`src/hw/pmsdr_pkg.sv`:
```
//------------------------------------------------------------------------------
// Purpose: shared constants and types for the status and delay register bank
// Assumes: 250 MHz core clock, command port fed by a PMBus protocol engine
// Notes:   every offset, field position, reset value and cycle count lives here
//------------------------------------------------------------------------------
package pmsdr_pkg;

    //--------------------------------------------------------------------------
    // command codes
    //--------------------------------------------------------------------------
    localparam logic [7:0] CMD_CLEAR_FAULTS = 8'h03;
    localparam logic [7:0] CMD_STATUS_LOW = 8'h78;
    localparam logic [7:0] CMD_STATUS_PAIR = 8'h79;
    localparam logic [7:0] CMD_USER_SCRATCH = 8'hD0;
    localparam logic [7:0] CMD_DELAY_SELECT = 8'hD1;

    //--------------------------------------------------------------------------
    // status pair bit positions
    //--------------------------------------------------------------------------
    localparam int BIT_OFF = 6;
    localparam int BIT_OV = 5;
    localparam int BIT_OC = 4;
    localparam int BIT_UV = 3;
    localparam int BIT_OT = 2;
    localparam int BIT_CML = 1;
    localparam int BIT_OUTPUT_VOLT_SUMMARY_SUM = 15;
    localparam int BIT_OUTPUT_CURRENT_SUMMARY_SUM = 14;
    localparam int BIT_INPUT_SUM = 13;
    localparam int BIT_PG_LOW = 11;

    //--------------------------------------------------------------------------
    // field layout and values after reset
    //--------------------------------------------------------------------------
    localparam int SCRATCH_W = 6;
    localparam int DELAY_W = 6;
    localparam int GOOD_DLY_MSB = 5;
    localparam int GOOD_DLY_LSB = 3;
    localparam int ON_DLY_MSB = 2;
    localparam int ON_DLY_LSB = 0;
    localparam logic [5:0] SCRATCH_RST = 6'h00;
    localparam logic [5:0] DELAY_RST = 6'h12;
    localparam logic [2:0] GOOD_DLY_LONG_CODE = 3'h7;
    localparam int GOOD_DLY_LONG_SHIFT = 9;

    //--------------------------------------------------------------------------
    // timing: times in their own unit, cycle counts derived from the clock
    //--------------------------------------------------------------------------
    localparam int CLK_PERIOD_PS = 4000;
    localparam int GOOD_DLY_BASE_NS = 256000;
    localparam int ON_DLY_EXTRA_NS = 100000;
    localparam int GOOD_DLY_BASE_CYC = GOOD_DLY_BASE_NS * 1000 / CLK_PERIOD_PS;
    localparam int ON_DLY_EXTRA_CYC = ON_DLY_EXTRA_NS * 1000 / CLK_PERIOD_PS;
    localparam int CNT_W = 26;

    //--------------------------------------------------------------------------
    // types
    //--------------------------------------------------------------------------
    typedef struct packed {
        logic out_ov;
        logic out_oc;
        logic in_uv;
        logic over_temp;
        logic comm_memory_logic_flag;
        logic out_volt_warn;
        logic out_curr_warn;
        logic in_volt_warn;
    } pmsdr_fault_t;

    typedef enum logic [2:0] {
        SEQ_IDLE = 3'h0,
        SEQ_ON_WAIT = 3'h1,
        SEQ_SOFT = 3'h3,
        SEQ_GOOD_WAIT = 3'h2,
        SEQ_RUN = 3'h6
    } pmsdr_seq_t;

endpackage

```
`src/hw/pmsdr_top.sv`:
```
//------------------------------------------------------------------------------
// Purpose: converter status pair, fault flags, alert, scratch and delay bank
// Assumes: command port driven by a PMBus engine, inputs synchronous to CLK
// Notes:   NRST models the supply being cycled
//------------------------------------------------------------------------------
`timescale 1ns/1ns

module pmsdr_top
    import pmsdr_pkg::*;
#(
    parameter int DLY_BASE_CYCLES = GOOD_DLY_BASE_CYC,
    parameter int DLY_EXTRA_CYCLES = ON_DLY_EXTRA_CYC
) (
    input wire logic CLK,
    input wire logic NRST,
    // command port from the PMBus engine
    input wire logic CMD_STB,
    input wire logic [7:0] CMD_CODE,
    input wire logic WR_STB,
    input wire logic [7:0] WR_BYTE,
    input wire logic RD_STB,
    output logic [7:0] RD_BYTE,
    output logic RD_VALID,
    // analog side
    input wire pmsdr_fault_t FAULTS,
    input wire logic ENABLE_REQ,
    input wire logic OUTPUT_ACTIVE,
    input wire logic SOFT_START_DONE,
    output logic START_EN,
    output logic POWER_GOOD_LOW_OUT,
    // open-drain alert, enable high while pulling low
    output logic ALERT_O,
    output logic ALERT_OE
);

    //--------------------------------------------------------------------------
    // functions
    //--------------------------------------------------------------------------

    // power-good delay in cycles, load value is count minus one
    function automatic logic [CNT_W-1:0] good_dly_load(input logic [2:0] code);
        int cyc;
        cyc = (code == GOOD_DLY_LONG_CODE) ? (DLY_BASE_CYCLES << GOOD_DLY_LONG_SHIFT)
                                           : (DLY_BASE_CYCLES << code);
        return CNT_W'(cyc - 1);
    endfunction

    // power-on delay: fixed offset plus the doubling ladder
    function automatic logic [CNT_W-1:0] on_dly_load(input logic [2:0] code);
        int cyc;
        cyc = DLY_EXTRA_CYCLES + (DLY_BASE_CYCLES << code);
        return CNT_W'(cyc - 1);
    endfunction

    // assemble the 16-bit status pair from flags and live conditions
    function automatic logic [15:0] status_of(input pmsdr_fault_t fl,
                                              input logic sum_v,
                                              input logic sum_i,
                                              input logic sum_in,
                                              input logic off,
                                              input logic pg_low);
        logic [15:0] w;
        w = 16'h0000;
        w[BIT_OFF] = off;
        w[BIT_OV] = fl.out_ov;
        w[BIT_OC] = fl.out_oc;
        w[BIT_UV] = fl.in_uv;
        w[BIT_OT] = fl.over_temp;
        w[BIT_CML] = fl.comm_memory_logic_flag;
        w[BIT_OUTPUT_VOLT_SUMMARY_SUM] = sum_v;
        w[BIT_OUTPUT_CURRENT_SUMMARY_SUM] = sum_i;
        w[BIT_INPUT_SUM] = sum_in;
        w[BIT_PG_LOW] = pg_low;
        return w;
    endfunction

    //--------------------------------------------------------------------------
    // declarations
    //--------------------------------------------------------------------------
    pmsdr_fault_t flags_r;
    logic sum_v_r;
    logic sum_i_r;
    logic sum_in_r;
    logic enable_q_r;
    logic clear_cmd;
    logic clear_en;
    logic clear_any;
    logic cml_evt;
    logic [7:0] code_r;
    logic [1:0] byte_idx_r;
    logic [15:0] snap_r;
    logic [15:0] status_now;
    logic [SCRATCH_W-1:0] scratch_r;
    logic [DELAY_W-1:0] delay_r;
    pmsdr_seq_t seq_r;
    pmsdr_seq_t seq_nxt;
    logic [CNT_W-1:0] cnt_r;
    logic [CNT_W-1:0] cnt_nxt;
    logic [7:0] rd_byte_nxt;

    //--------------------------------------------------------------------------
    // clearing events
    //--------------------------------------------------------------------------

    // send-byte clear, and an off-to-on edge of the configured enable
    assign clear_cmd = CMD_STB && (CMD_CODE == CMD_CLEAR_FAULTS);
    assign clear_en = ENABLE_REQ && !enable_q_r;
    assign clear_any = clear_cmd || clear_en;

    // unknown codes, writes to read-only status and data on clear are faults
    assign cml_evt = (CMD_STB && !(CMD_CODE inside {CMD_CLEAR_FAULTS, CMD_STATUS_LOW,
                      CMD_STATUS_PAIR, CMD_USER_SCRATCH, CMD_DELAY_SELECT}))
                  || (WR_STB && !(code_r inside {CMD_USER_SCRATCH, CMD_DELAY_SELECT}));

    // enable history for edge detection; cleared by supply cycling
    always_ff @(posedge CLK) begin
        if (!NRST) begin
            enable_q_r <= 1'b0;
        end else begin
            enable_q_r <= ENABLE_REQ;
        end
    end

    //--------------------------------------------------------------------------
    // latched fault flags
    //--------------------------------------------------------------------------

    // set beats clear, so a fault still present reappears at once
    always_ff @(posedge CLK) begin
        if (!NRST) begin
            flags_r <= '0;
            sum_v_r <= 1'b0;
            sum_i_r <= 1'b0;
            sum_in_r <= 1'b0;
        end else begin
            flags_r.out_ov <= (flags_r.out_ov && !clear_any) || FAULTS.out_ov;
            flags_r.out_oc <= (flags_r.out_oc && !clear_any) || FAULTS.out_oc;
            flags_r.in_uv <= (flags_r.in_uv && !clear_any) || FAULTS.in_uv;
            flags_r.over_temp <= (flags_r.over_temp && !clear_any) || FAULTS.over_temp;
            flags_r.comm_memory_logic_flag <= (flags_r.comm_memory_logic_flag && !clear_any) || FAULTS.comm_memory_logic_flag || cml_evt;
            // warning inputs only feed the summaries, no flag of their own
            flags_r.out_volt_warn <= 1'b0;
            flags_r.out_curr_warn <= 1'b0;
            flags_r.in_volt_warn <= 1'b0;
            sum_v_r <= (sum_v_r && !clear_any) || FAULTS.out_ov || FAULTS.out_volt_warn;
            sum_i_r <= (sum_i_r && !clear_any) || FAULTS.out_oc || FAULTS.out_curr_warn;
            sum_in_r <= (sum_in_r && !clear_any) || FAULTS.in_uv || FAULTS.in_volt_warn;
        end
    end

    // live view: latched flags plus off and power-good bits taken from present conditions
    assign status_now = status_of(flags_r, sum_v_r, sum_i_r, sum_in_r,
                                  !OUTPUT_ACTIVE, !POWER_GOOD_LOW_OUT);

    //--------------------------------------------------------------------------
    // alert pin
    //--------------------------------------------------------------------------

    // pulled low while any fault is flagged; clearing drops it for one cycle
    // at most, then a lasting condition pulls it again
    always_ff @(posedge CLK) begin
        if (!NRST) begin
            ALERT_OE <= 1'b0;
            ALERT_O <= 1'b0;
        end else begin
            ALERT_OE <= (flags_r.out_ov || flags_r.out_oc || flags_r.in_uv
                        || flags_r.over_temp || flags_r.comm_memory_logic_flag
                        || sum_v_r || sum_i_r || sum_in_r) && !clear_any;
            ALERT_O <= 1'b0;
        end
    end

    //--------------------------------------------------------------------------
    // command capture and read path
    //--------------------------------------------------------------------------

    // the status is frozen at the command byte so a word read never tears
    always_ff @(posedge CLK) begin
        if (!NRST) begin
            code_r <= 8'h00;
            snap_r <= 16'h0000;
            byte_idx_r <= 2'h0;
        end else if (CMD_STB) begin
            code_r <= CMD_CODE;
            snap_r <= status_now;
            byte_idx_r <= 2'h0;
        end else if (RD_STB && byte_idx_r != 2'h3) begin
            byte_idx_r <= byte_idx_r + 2'h1;
        end
    end

    // byte selection; bytes past the register width read zero
    always_comb begin
        rd_byte_nxt = 8'h00;
        if (byte_idx_r == 2'h0) begin
            case (code_r)
                CMD_STATUS_LOW: rd_byte_nxt = snap_r[7:0];
                CMD_STATUS_PAIR: rd_byte_nxt = snap_r[7:0];
                CMD_USER_SCRATCH: rd_byte_nxt = {2'h0, scratch_r};
                CMD_DELAY_SELECT: rd_byte_nxt = {2'h0, delay_r};
                default: rd_byte_nxt = 8'h00;
            endcase
        end else if (byte_idx_r == 2'h1 && code_r == CMD_STATUS_PAIR) begin
            rd_byte_nxt = snap_r[15:8];
        end
    end

    // one byte per read strobe, answered on the next edge
    always_ff @(posedge CLK) begin
        if (!NRST) begin
            RD_BYTE <= 8'h00;
            RD_VALID <= 1'b0;
        end else begin
            RD_VALID <= RD_STB;
            if (RD_STB) begin
                RD_BYTE <= rd_byte_nxt;
            end
        end
    end

    //--------------------------------------------------------------------------
    // writable registers
    //--------------------------------------------------------------------------

    // scratch keeps only the low six bits; the NVM copy lives elsewhere
    always_ff @(posedge CLK) begin
        if (!NRST) begin
            scratch_r <= SCRATCH_RST;
        end else if (WR_STB && code_r == CMD_USER_SCRATCH) begin
            scratch_r <= WR_BYTE[SCRATCH_W-1:0];
        end
    end

    // delay select drops the two unimplemented top bits
    always_ff @(posedge CLK) begin
        if (!NRST) begin
            delay_r <= DELAY_RST;
        end else if (WR_STB && code_r == CMD_DELAY_SELECT) begin
            delay_r <= WR_BYTE[DELAY_W-1:0];
        end
    end

    //--------------------------------------------------------------------------
    // start-up sequencer
    //--------------------------------------------------------------------------

    // delays are sampled at the start of each wait; a write mid-wait only
    // affects later waits, which avoids a jump in the running count
    always_comb begin
        seq_nxt = seq_r;
        cnt_nxt = cnt_r;
        if (!ENABLE_REQ) begin
            seq_nxt = SEQ_IDLE;
            cnt_nxt = '0;
        end else begin
            case (seq_r)
                SEQ_IDLE: begin
                    seq_nxt = SEQ_ON_WAIT;
                    cnt_nxt = on_dly_load(delay_r[ON_DLY_MSB:ON_DLY_LSB]);
                end
                SEQ_ON_WAIT: begin
                    if (cnt_r == '0) begin
                        seq_nxt = SEQ_SOFT;
                    end else begin
                        cnt_nxt = cnt_r - 1'b1;
                    end
                end
                SEQ_SOFT: begin
                    if (SOFT_START_DONE) begin
                        seq_nxt = SEQ_GOOD_WAIT;
                        cnt_nxt = good_dly_load(delay_r[GOOD_DLY_MSB:GOOD_DLY_LSB]);
                    end
                end
                SEQ_GOOD_WAIT: begin
                    if (cnt_r == '0) begin
                        seq_nxt = SEQ_RUN;
                    end else begin
                        cnt_nxt = cnt_r - 1'b1;
                    end
                end
                SEQ_RUN: seq_nxt = SEQ_RUN;
                default: begin
                    seq_nxt = SEQ_IDLE;
                    cnt_nxt = '0;
                end
            endcase
        end
    end

    // state and counter
    always_ff @(posedge CLK) begin
        if (!NRST) begin
            seq_r <= SEQ_IDLE;
            cnt_r <= '0;
        end else begin
            seq_r <= seq_nxt;
            cnt_r <= cnt_nxt;
        end
    end

    // switching enable after power-on delay, power-good after its delay
    always_ff @(posedge CLK) begin
        if (!NRST) begin
            START_EN <= 1'b0;
            POWER_GOOD_LOW_OUT <= 1'b0;
        end else begin
            START_EN <= seq_nxt inside {SEQ_SOFT, SEQ_GOOD_WAIT, SEQ_RUN};
            POWER_GOOD_LOW_OUT <= (seq_nxt == SEQ_RUN);
        end
    end

endmodule // pmsdr_top

```
`config.mk`:
```
export PLATFORM = sky130hd
export DESIGN_NAME = pmsdr_top
export DESIGN_NICKNAME = d
export VERILOG_FILES = /design/src/hw/pmsdr_pkg.sv /design/src/hw/pmsdr_top.sv
export SDC_FILE = /design/constraint.sdc
export NUM_CORES = 1
export LEC_CHECK = 0
export ABC_CLOCK_PERIOD_IN_PS = 2500
export BUFFER_PORTS_ARGS = -buffer_cell sky130_fd_sc_hd__buf_2
export CORE_MARGIN = 10
export CORE_UTILIZATION = 35
export DETAILED_ROUTE_END_ITERATION = 10
export GPL_TIMING_DRIVEN = 0
export PLACE_DENSITY = 0.5
export SYNTH_ARGS = -nofsm -noshare
export SYNTH_HDL_FRONTEND = slang
export SYNTH_SLANG_ARGS = --single-unit
```
`constraint.sdc`:
```
create_clock -name CLK -period 2.5 [get_ports CLK]
set_input_delay 0.75 -clock CLK [delete_from_list [all_inputs] [get_ports CLK]]
set_output_delay 0.75 -clock CLK [all_outputs]
set_load 0.01 [all_outputs]
```
==> results.py, run 1 <==
metrics = {
    "floorplanning": {
        "dieHeight_um": 133.1,
        "ios": 45,
        "initial_utilization_pct": 35.61,
        "coreArea_um2": 12570,
        "die_area_um2": 17710,
        "fp.dieW_um": 133.1,
        "row_count": 41,
    },
    "route": {
        "avgRoutedWirePerCell_um": 17.29,
        "routed_wl_um": 12950,
        "ant_nets": 0,
        "drtIter0Drc": 289,
        "drc": 0,
        "vias": 4043,
        "post_drt_via_cell_ratio": 5.398,
        "first_pass_iters": 5,
    },
    "setup_path": {
        "end_kind": "flop",
        "rr_endpoint": "cnt_r[20]",
        "cp_max_fo": 10,
        "ff2ff_setup_slack_ns": 0.11,
        "arrival_ns": 2.68,
        "r2r.worst_path.cells": 7,
        "r2r-start": "cnt_r[0]",
        "start_kind": "primary input",
        "cp.required_ns": 2.78,
        "crit_type": "primary input to flop",
    },
    "final_layout": {
        "stdcell_area_um2": 5240,
        "n_antenna_cell": 0,
        "num-nets-final": 611,
        "area_growth_pct": 17.08,
        "final_layout_size_suffix_gt1_share_pct": 19.41,
        "n_fill_cell": 1296,
        "finalNonFillerCells": 749,
    },
    "synthesis": {
        "yosys_warnings": 0,
        "synthCells": 518,
        "synth_most_common_cell": "dfxtp_1",
        "synthTopCellsByArea": "dfxtp_1 (37%), mux2i_1 (7.6%), nor2_1 (5.2%)",
        "async_flop_share_pct": 0,
        "ys_seq_area_share_pct": 36.68,
        "synth-seq-cells": 82,
        "ys_top_cells_by_count": "dfxtp_1 (82), nor2_1 (62), mux2i_1 (34), inv_1 (33), nand2_1 (27)",
        "syn_area_per_cell_um2": 8.640,
        "synthDistinctLibCells": 69,
        "netlist.area_leader.share_pct": 36.68,
        "ys.flop_type": "dfxtp_1",
        "syn_nets": 556,
        "synth-edff-count": 0,
        "synth.cell_area_um2": 4476,
        "yosysTopAreaCell": "dfxtp_1",
    },
    "grt": {
        "antenna_found_initial": 0,
        "grt_max_degree": 14,
        "grt_pass1_vias": 4087,
        "grt_overflow": 0,
        "grt.total_usage_pct": 14.92,
        "grt_pass1_wl_um": 21430,
    },
    "placement": {
        "gp_congestion": 0.8897,
        "dp_hpwl_um": 9585,
        "dp.cells": 730,
        "pre_cts_ws_ns": -0.3404,
        "io_buffers": 40,
        "place_area_um2": 4891,
    },
    "sta": {
        "skew_ns": 0.006685,
        "finalMaxSlewViolations": 0,
        "timing.slew.headroom_pct": 36.53,
        "period_minus_slack_ns": 2.407,
        "worst_pin_slew_ns": 0.9448,
        "layout_setup_ws_ns": 0.09322,
        "setup_viol": 0,
        "post-route-period-util_pct": 96.27,
        "hold_viol": 0,
        "tns_ns": 0,
        "fmax_ghz": 0.4155,
        "rsz0062_at_grt": "no",
    },
    "pwr": {
        "swShare_pct": 27.32,
        "pwr-share-clk_pct": 42.3,
        "p_int_uw": 2322,
        "seqPwrFrac_pct": 44.3,
        "p_sw_uw": 873.0,
        "total_power_uw": 3195,
        "leakage_uw": 0.002083,
        "p_per_area_nw_per_um2": 609.8,
        "peakVddDrop_mv": 0.3587,
        "p_comb_share_pct": 13.4,
    },
    "clock_tree": {
        "holdBufCountCts": 0,
        "cts.sink_count": 82,
        "clockRootBuffer": "clkbuf_16",
        "numCtsBuffers": 9,
        "cts_max_level": 3,
        "worst_skew_pair.late_latency_ns": 0.35,
        "cts_tree": "yes",
        "clk_path_buf_depth": 2,
        "clkSlewWorstSetupHoldPaths_ns": 0.06,
    },
    "run_status": {
        "status": "finished clean",
    },
    "flow_run": {
        "maxCapViolCount": 0,
    },
    "worst_hold_path": {
        "hp-class": "flop to flop",
        "min_from": "RD_BYTE[2]",
        "hold_path_depth": 2,
        "hold_path_end": "RD_BYTE[2]",
    },
}
-- area by class of cell --
cell class / count / area, µm² / share of cell area (%)
Clock buffer: 11 / 242.7 / 4.632
Timing Repair Buffer: 44 / 230.2 / 4.394
Buffer: 32 / 160.2 / 3.056
Multi-Input combinational cell: 370 / 2571 / 49.07
Sequential cell: 82 / 1642 / 31.33
Inverter: 34 / 127.6 / 2.436
Clock inverter: 4 / 51.30 / 0.9790
Tap cell: 172 / 215.2 / 4.107
-- metrics by stage --
step	util, %	hold slack (ns)
global route	41.69	0.4986
floorplan	-	0.4386
CTS	41.32	0.4723
finish	41.69	0.4655
detailed placement	38.91	0.4623
global placement	38.91	0.4505
-- kinds of logic after synthesis --
family	Yosys count	share of synthesized area, %
buffers and inverters	66	6.402
DFF	82	36.68
xor gates and xnor gates	8	1.566
adders and majority gates	6	1.677
other	1	0.08379
AOI/OAI and AO/OA	138	24.43
muxes	35	7.856
and+or+nand+nor	182	21.30
-- timing repair --
item,in CTS,in global routing
gates resized for setup,1,5
setup buffers,0,4
cloned,0,0
pin swaps,0,2
setup endpoints to repair,1,21
-- power by group through the flow --
stage,sequential (µW),combinational [µW],clock [µW]
global placement,1440,407,0
detailed placement,1440,411,0
finish,1420,428,1350
global route,1420,477,1440
CTS,1410,415,1390
floorplan,1430,286,0
-- layout by cell type (no fill, tap or decap), drive strengths merged, types with 4 or more instances in the layout --
cell,netlist,routed
xnor2,6,6
nand2,28,28
o211ai,19,19
a21oi,24,24
mux2i,34,34
o2bb2ai,6,6
nor4,11,11
a211oi,9,9
or4,5,5
o21ai,33,33
nand3,16,16
buf,10,54
o311ai,11,11
ha,6,6
o22ai,7,7
nand2b,11,11
inv,33,34
nor3,19,19
a31oi,7,7
clkbuf,22,33
or3,6,6
dfxtp,82,82
o221ai,4,4
and2,5,5
nor2,62,62
-- worst max-delay path by stage --
stage / from / to / slack [ns] / cells past startpoint
floorplan: cnt_r[14] / cnt_r[13] / 0.47 / 6
global placement: NRST / cnt_r[20] / -0.34 / 8
detailed placement: NRST / cnt_r[20] / -0.34 / 8
CTS: NRST / cnt_r[20] / 0.007 / 8
global route: cnt_r[0] / cnt_r[20] / 0.01 / 7
finish: NRST / cnt_r[20] / 0.09 / 9
-- critical path, stage by stage --
cell      delay (ns)
buf_2           0.21
nand2_1         0.31
inv_1           0.34
nand2b_1        0.20
a311oi_4        0.28
buf_4           0.22
buf_6           0.19
o21ai_2         0.09
o211ai_2        0.08
-- registers in the layout, summed over array words and instances, names as in the netlist --
register / flops
cnt_r: 26
enable_q_r: 1
RD_BYTE: 8
seq_r: 3
byte_idx_r: 2
code_r: 8
sum_v_r: 1
START_EN: 1
snap_r: 10
scratch_r: 6
delay_r: 6
ALERT_OE: 1
POWER_GOOD_LOW_OUT: 1
flags_r: 5
RD_VALID: 1
sum_in_r: 1
sum_i_r: 1
-- layer usage --
layer  routed length [µm]  global-route usage (%)  vias to the layer above
met5                    0                       0                        -
met4                  290                   5.562                        0
met3                  631                   4.315                       22
met2                 5954                   24.13                      108
met1                 6077                   18.30                     1902
li1                     -                       -                     2011
(Power assumes the default switching activity.)
==> inputs of run 2 (changes only) <==
--- a/config.mk
+++ b/config.mk
@@ -7,8 +7,10 @@
 export LEC_CHECK = 0
 export ABC_CLOCK_PERIOD_IN_PS = 2500
 export BUFFER_PORTS_ARGS = -buffer_cell sky130_fd_sc_hd__buf_2
+export CORE_ASPECT_RATIO = 1.25
 export CORE_MARGIN = 10
 export CORE_UTILIZATION = 35
+export CTS_CLUSTER_SIZE = 30
 export DETAILED_ROUTE_END_ITERATION = 10
 export GPL_TIMING_DRIVEN = 0
 export PLACE_DENSITY = 0.5
==> run 2 against run 1 <==
Routed wire length grew 0.83%. Sequential power about the same. Register-to-register slack improved by 0.03 ns. Total power is 4.2% higher. Critical path type is now flop to flop. Largest power group is now the clock network.
==> results.py, run 2 (same netlist as run 1, synthesis figures left out) <==
metrics = {
    "sta": {
        "rsz0062_at_grt": "no",
        "hold_viol": 0,
        "skew_ns": 0.004069,
        "tns_ns": 0,
        "period_minus_slack_ns": 2.357,
        "layout_setup_ws_ns": 0.1431,
        "fmax_ghz": 0.4243,
        "post-route-period-util_pct": 94.27,
        "finalMaxSlewViolations": 0,
        "timing.slew.headroom_pct": 42.78,
        "worst_pin_slew_ns": 0.8518,
        "setup_viol": 0,
    },
    "placement": {
        "pre_cts_ws_ns": -0.2962,
        "io_buffers": 40,
        "dp.cells": 726,
        "gp_congestion": 0.8764,
        "dp_hpwl_um": 9924,
    },
    "setup_path": {
        "cp_max_fo": 8,
        "cp.required_ns": 2.71,
        "start_kind": "flop",
        "crit_type": "flop to flop",
        "end_kind": "flop",
        "cp-startpoint": "cnt_r[14]",
        "r2r-start": "cnt_r[14]",
        "arrival_ns": 2.56,
    },
    "floorplanning": {
        "row_count": 46,
        "fp.dieW_um": 121.1,
        "ios": 45,
        "die_area_um2": 17740,
        "coreArea_um2": 12600,
        "initial_utilization_pct": 35.51,
        "dieHeight_um": 146.4,
    },
    "route": {
        "post_drt_via_cell_ratio": 5.423,
        "drtIter0Drc": 231,
        "vias": 4073,
        "drc": 0,
        "ant_nets": 0,
        "first_pass_iters": 4,
        "avgRoutedWirePerCell_um": 17.39,
        "routed_wl_um": 13060,
    },
    "pwr": {
        "p_sw_uw": 887.8,
        "peakVddDrop_mv": 0.3388,
        "leakage_uw": 0.002121,
        "swShare_pct": 26.67,
        "pwr-share-clk_pct": 44.0,
        "p_per_area_nw_per_um2": 627.2,
        "seqPwrFrac_pct": 42.6,
        "p_comb_share_pct": 13.4,
        "p_int_uw": 2441,
        "total_power_uw": 3328,
    },
    "clock_tree": {
        "clkSlewWorstSetupHoldPaths_ns": 0.06,
        "cts_tree": "yes",
        "worst_skew_pair.late_latency_ns": 0.34,
        "numCtsBuffers": 9,
        "clockRootBuffer": "clkbuf_16",
        "cts.sink_count": 82,
        "holdBufCountCts": 0,
        "cts_max_level": 3,
        "clk_path_buf_depth": 2,
    },
    "final_layout": {
        "fin_util_pct": 42.10,
        "final_layout_size_suffix_gt1_share_pct": 20.24,
        "area_growth_pct": 18.56,
        "reg_top3": "cnt_r: 26 flops, snap_r: 10 flops",
        "n_fill_cell": 1286,
        "num-nets-final": 616,
        "layout_common_cells": "dfxtp_1 (82), nor2_1 (62), buf_2 (44), mux2i_1 (34), inv_1 (33)",
        "regArea_um2": 1642,
        "multiInputGateArea_um2": 2571,
        "largest-register": "cnt_r",
        "layout_commonest_cell": "dfxtp_1",
        "finalNonFillerCells": 751,
        "largest_reg_flops": 26,
        "n_antenna_cell": 0,
    },
    "worst_hold_path": {
        "hp-class": "flop to flop",
        "min_from": "RD_BYTE[1]",
    },
    "grt": {
        "grt.total_usage_pct": 14.77,
        "grt_pass1_vias": 4044,
        "met2_usage_pct": 25.44,
        "grt_overflow": 0,
        "grt_max_degree": 15,
        "antenna_found_initial": 0,
        "grt_use_met1_pct": 17.53,
        "grt_busiest_layer": "met2",
        "grt_pass1_wl_um": 21260,
        "grt_util_met3_pct": 2.816,
    },
    "run_status": {
        "status": "finished clean",
    },
    "flow_run": {
        "maxCapViolCount": 0,
    },
}
==> run 2: cell types whose count changed in the layout (fill, tap and decap cells not counted) <==
cell	change
nor4_1	+1
nor4b_1	-1
inv_6	-1
clkbuf_2	-1
clkinv_4	+2
bufinv_16	+1
buf_4	+5
nor4_2	-1
nor4b_2	+1
==> run 2: repair_timing <==
action / 4_1_cts / 5_1_grt
cloned: 0 / 0
resized for setup: 1 / 3
setup endpoints to repair: 1 / 22
buffers inserted: 0 / 9
pin swaps: 0 / 2
==> run 2: per-stage QoR <==
step / hold slack, ns / instance area, µm²
4_1_cts: 0.4652 / 5224
3_3_place_gp: 0.4514 / 4886
5_1_grt: 0.4911 / 5306
6_report: 0.4609 / 5306
3_5_place_dp: 0.4549 / 4886
2_1_floorplan: 0.4386 / 4476
==> run 2: power by group through the flow <==
| stage | registers [µW] | clock network (µW) | logic [µW] |
|---|---|---|---|
| finish | 1420 | 1460 | 446 |
| global route | 1430 | 1550 | 490 |
| CTS | 1420 | 1500 | 415 |
| detailed placement | 1440 | 0 | 412 |
| global placement | 1440 | 0 | 407 |
| floorplan | 1430 | 0 | 286 |
==> run 2: cell type report <==
class | count | area share (%)
multi-input cells | 370 | 48.46
flip-flops and latches | 82 | 30.94
repair buffers | 49 | 5.046
clock buffers | 10 | 4.504
well taps | 168 | 3.961
plain buffers | 32 | 2.995
inverters | 34 | 2.405
clock inverters | 6 | 1.698
==> run 2: routing by layer <==
layer	up-vias	wire length, µm
met5	-	0
met4	0	210
met3	18	519
met2	92	6703
met1	1939	5626
li1	2024	-
==> run 2: path summary, 6_finish.rpt <==
path	end	slack, ns	cells after the start
max	cnt_r[19]	0.14	6
min	RD_BYTE[1]	0.46	2
max reg2reg	cnt_r[19]	0.14	6
min reg2reg	RD_BYTE[1]	0.46	2
==> run 2: worst max-delay path, stage by stage, from the launching register on <==
cell	delay, ns
dfxtp_1	0.37
or4_1	0.53
buf_2	0.20
nor3_4	0.41
nand2_2	0.22
o21ai_4	0.34
o221ai_2	0.15
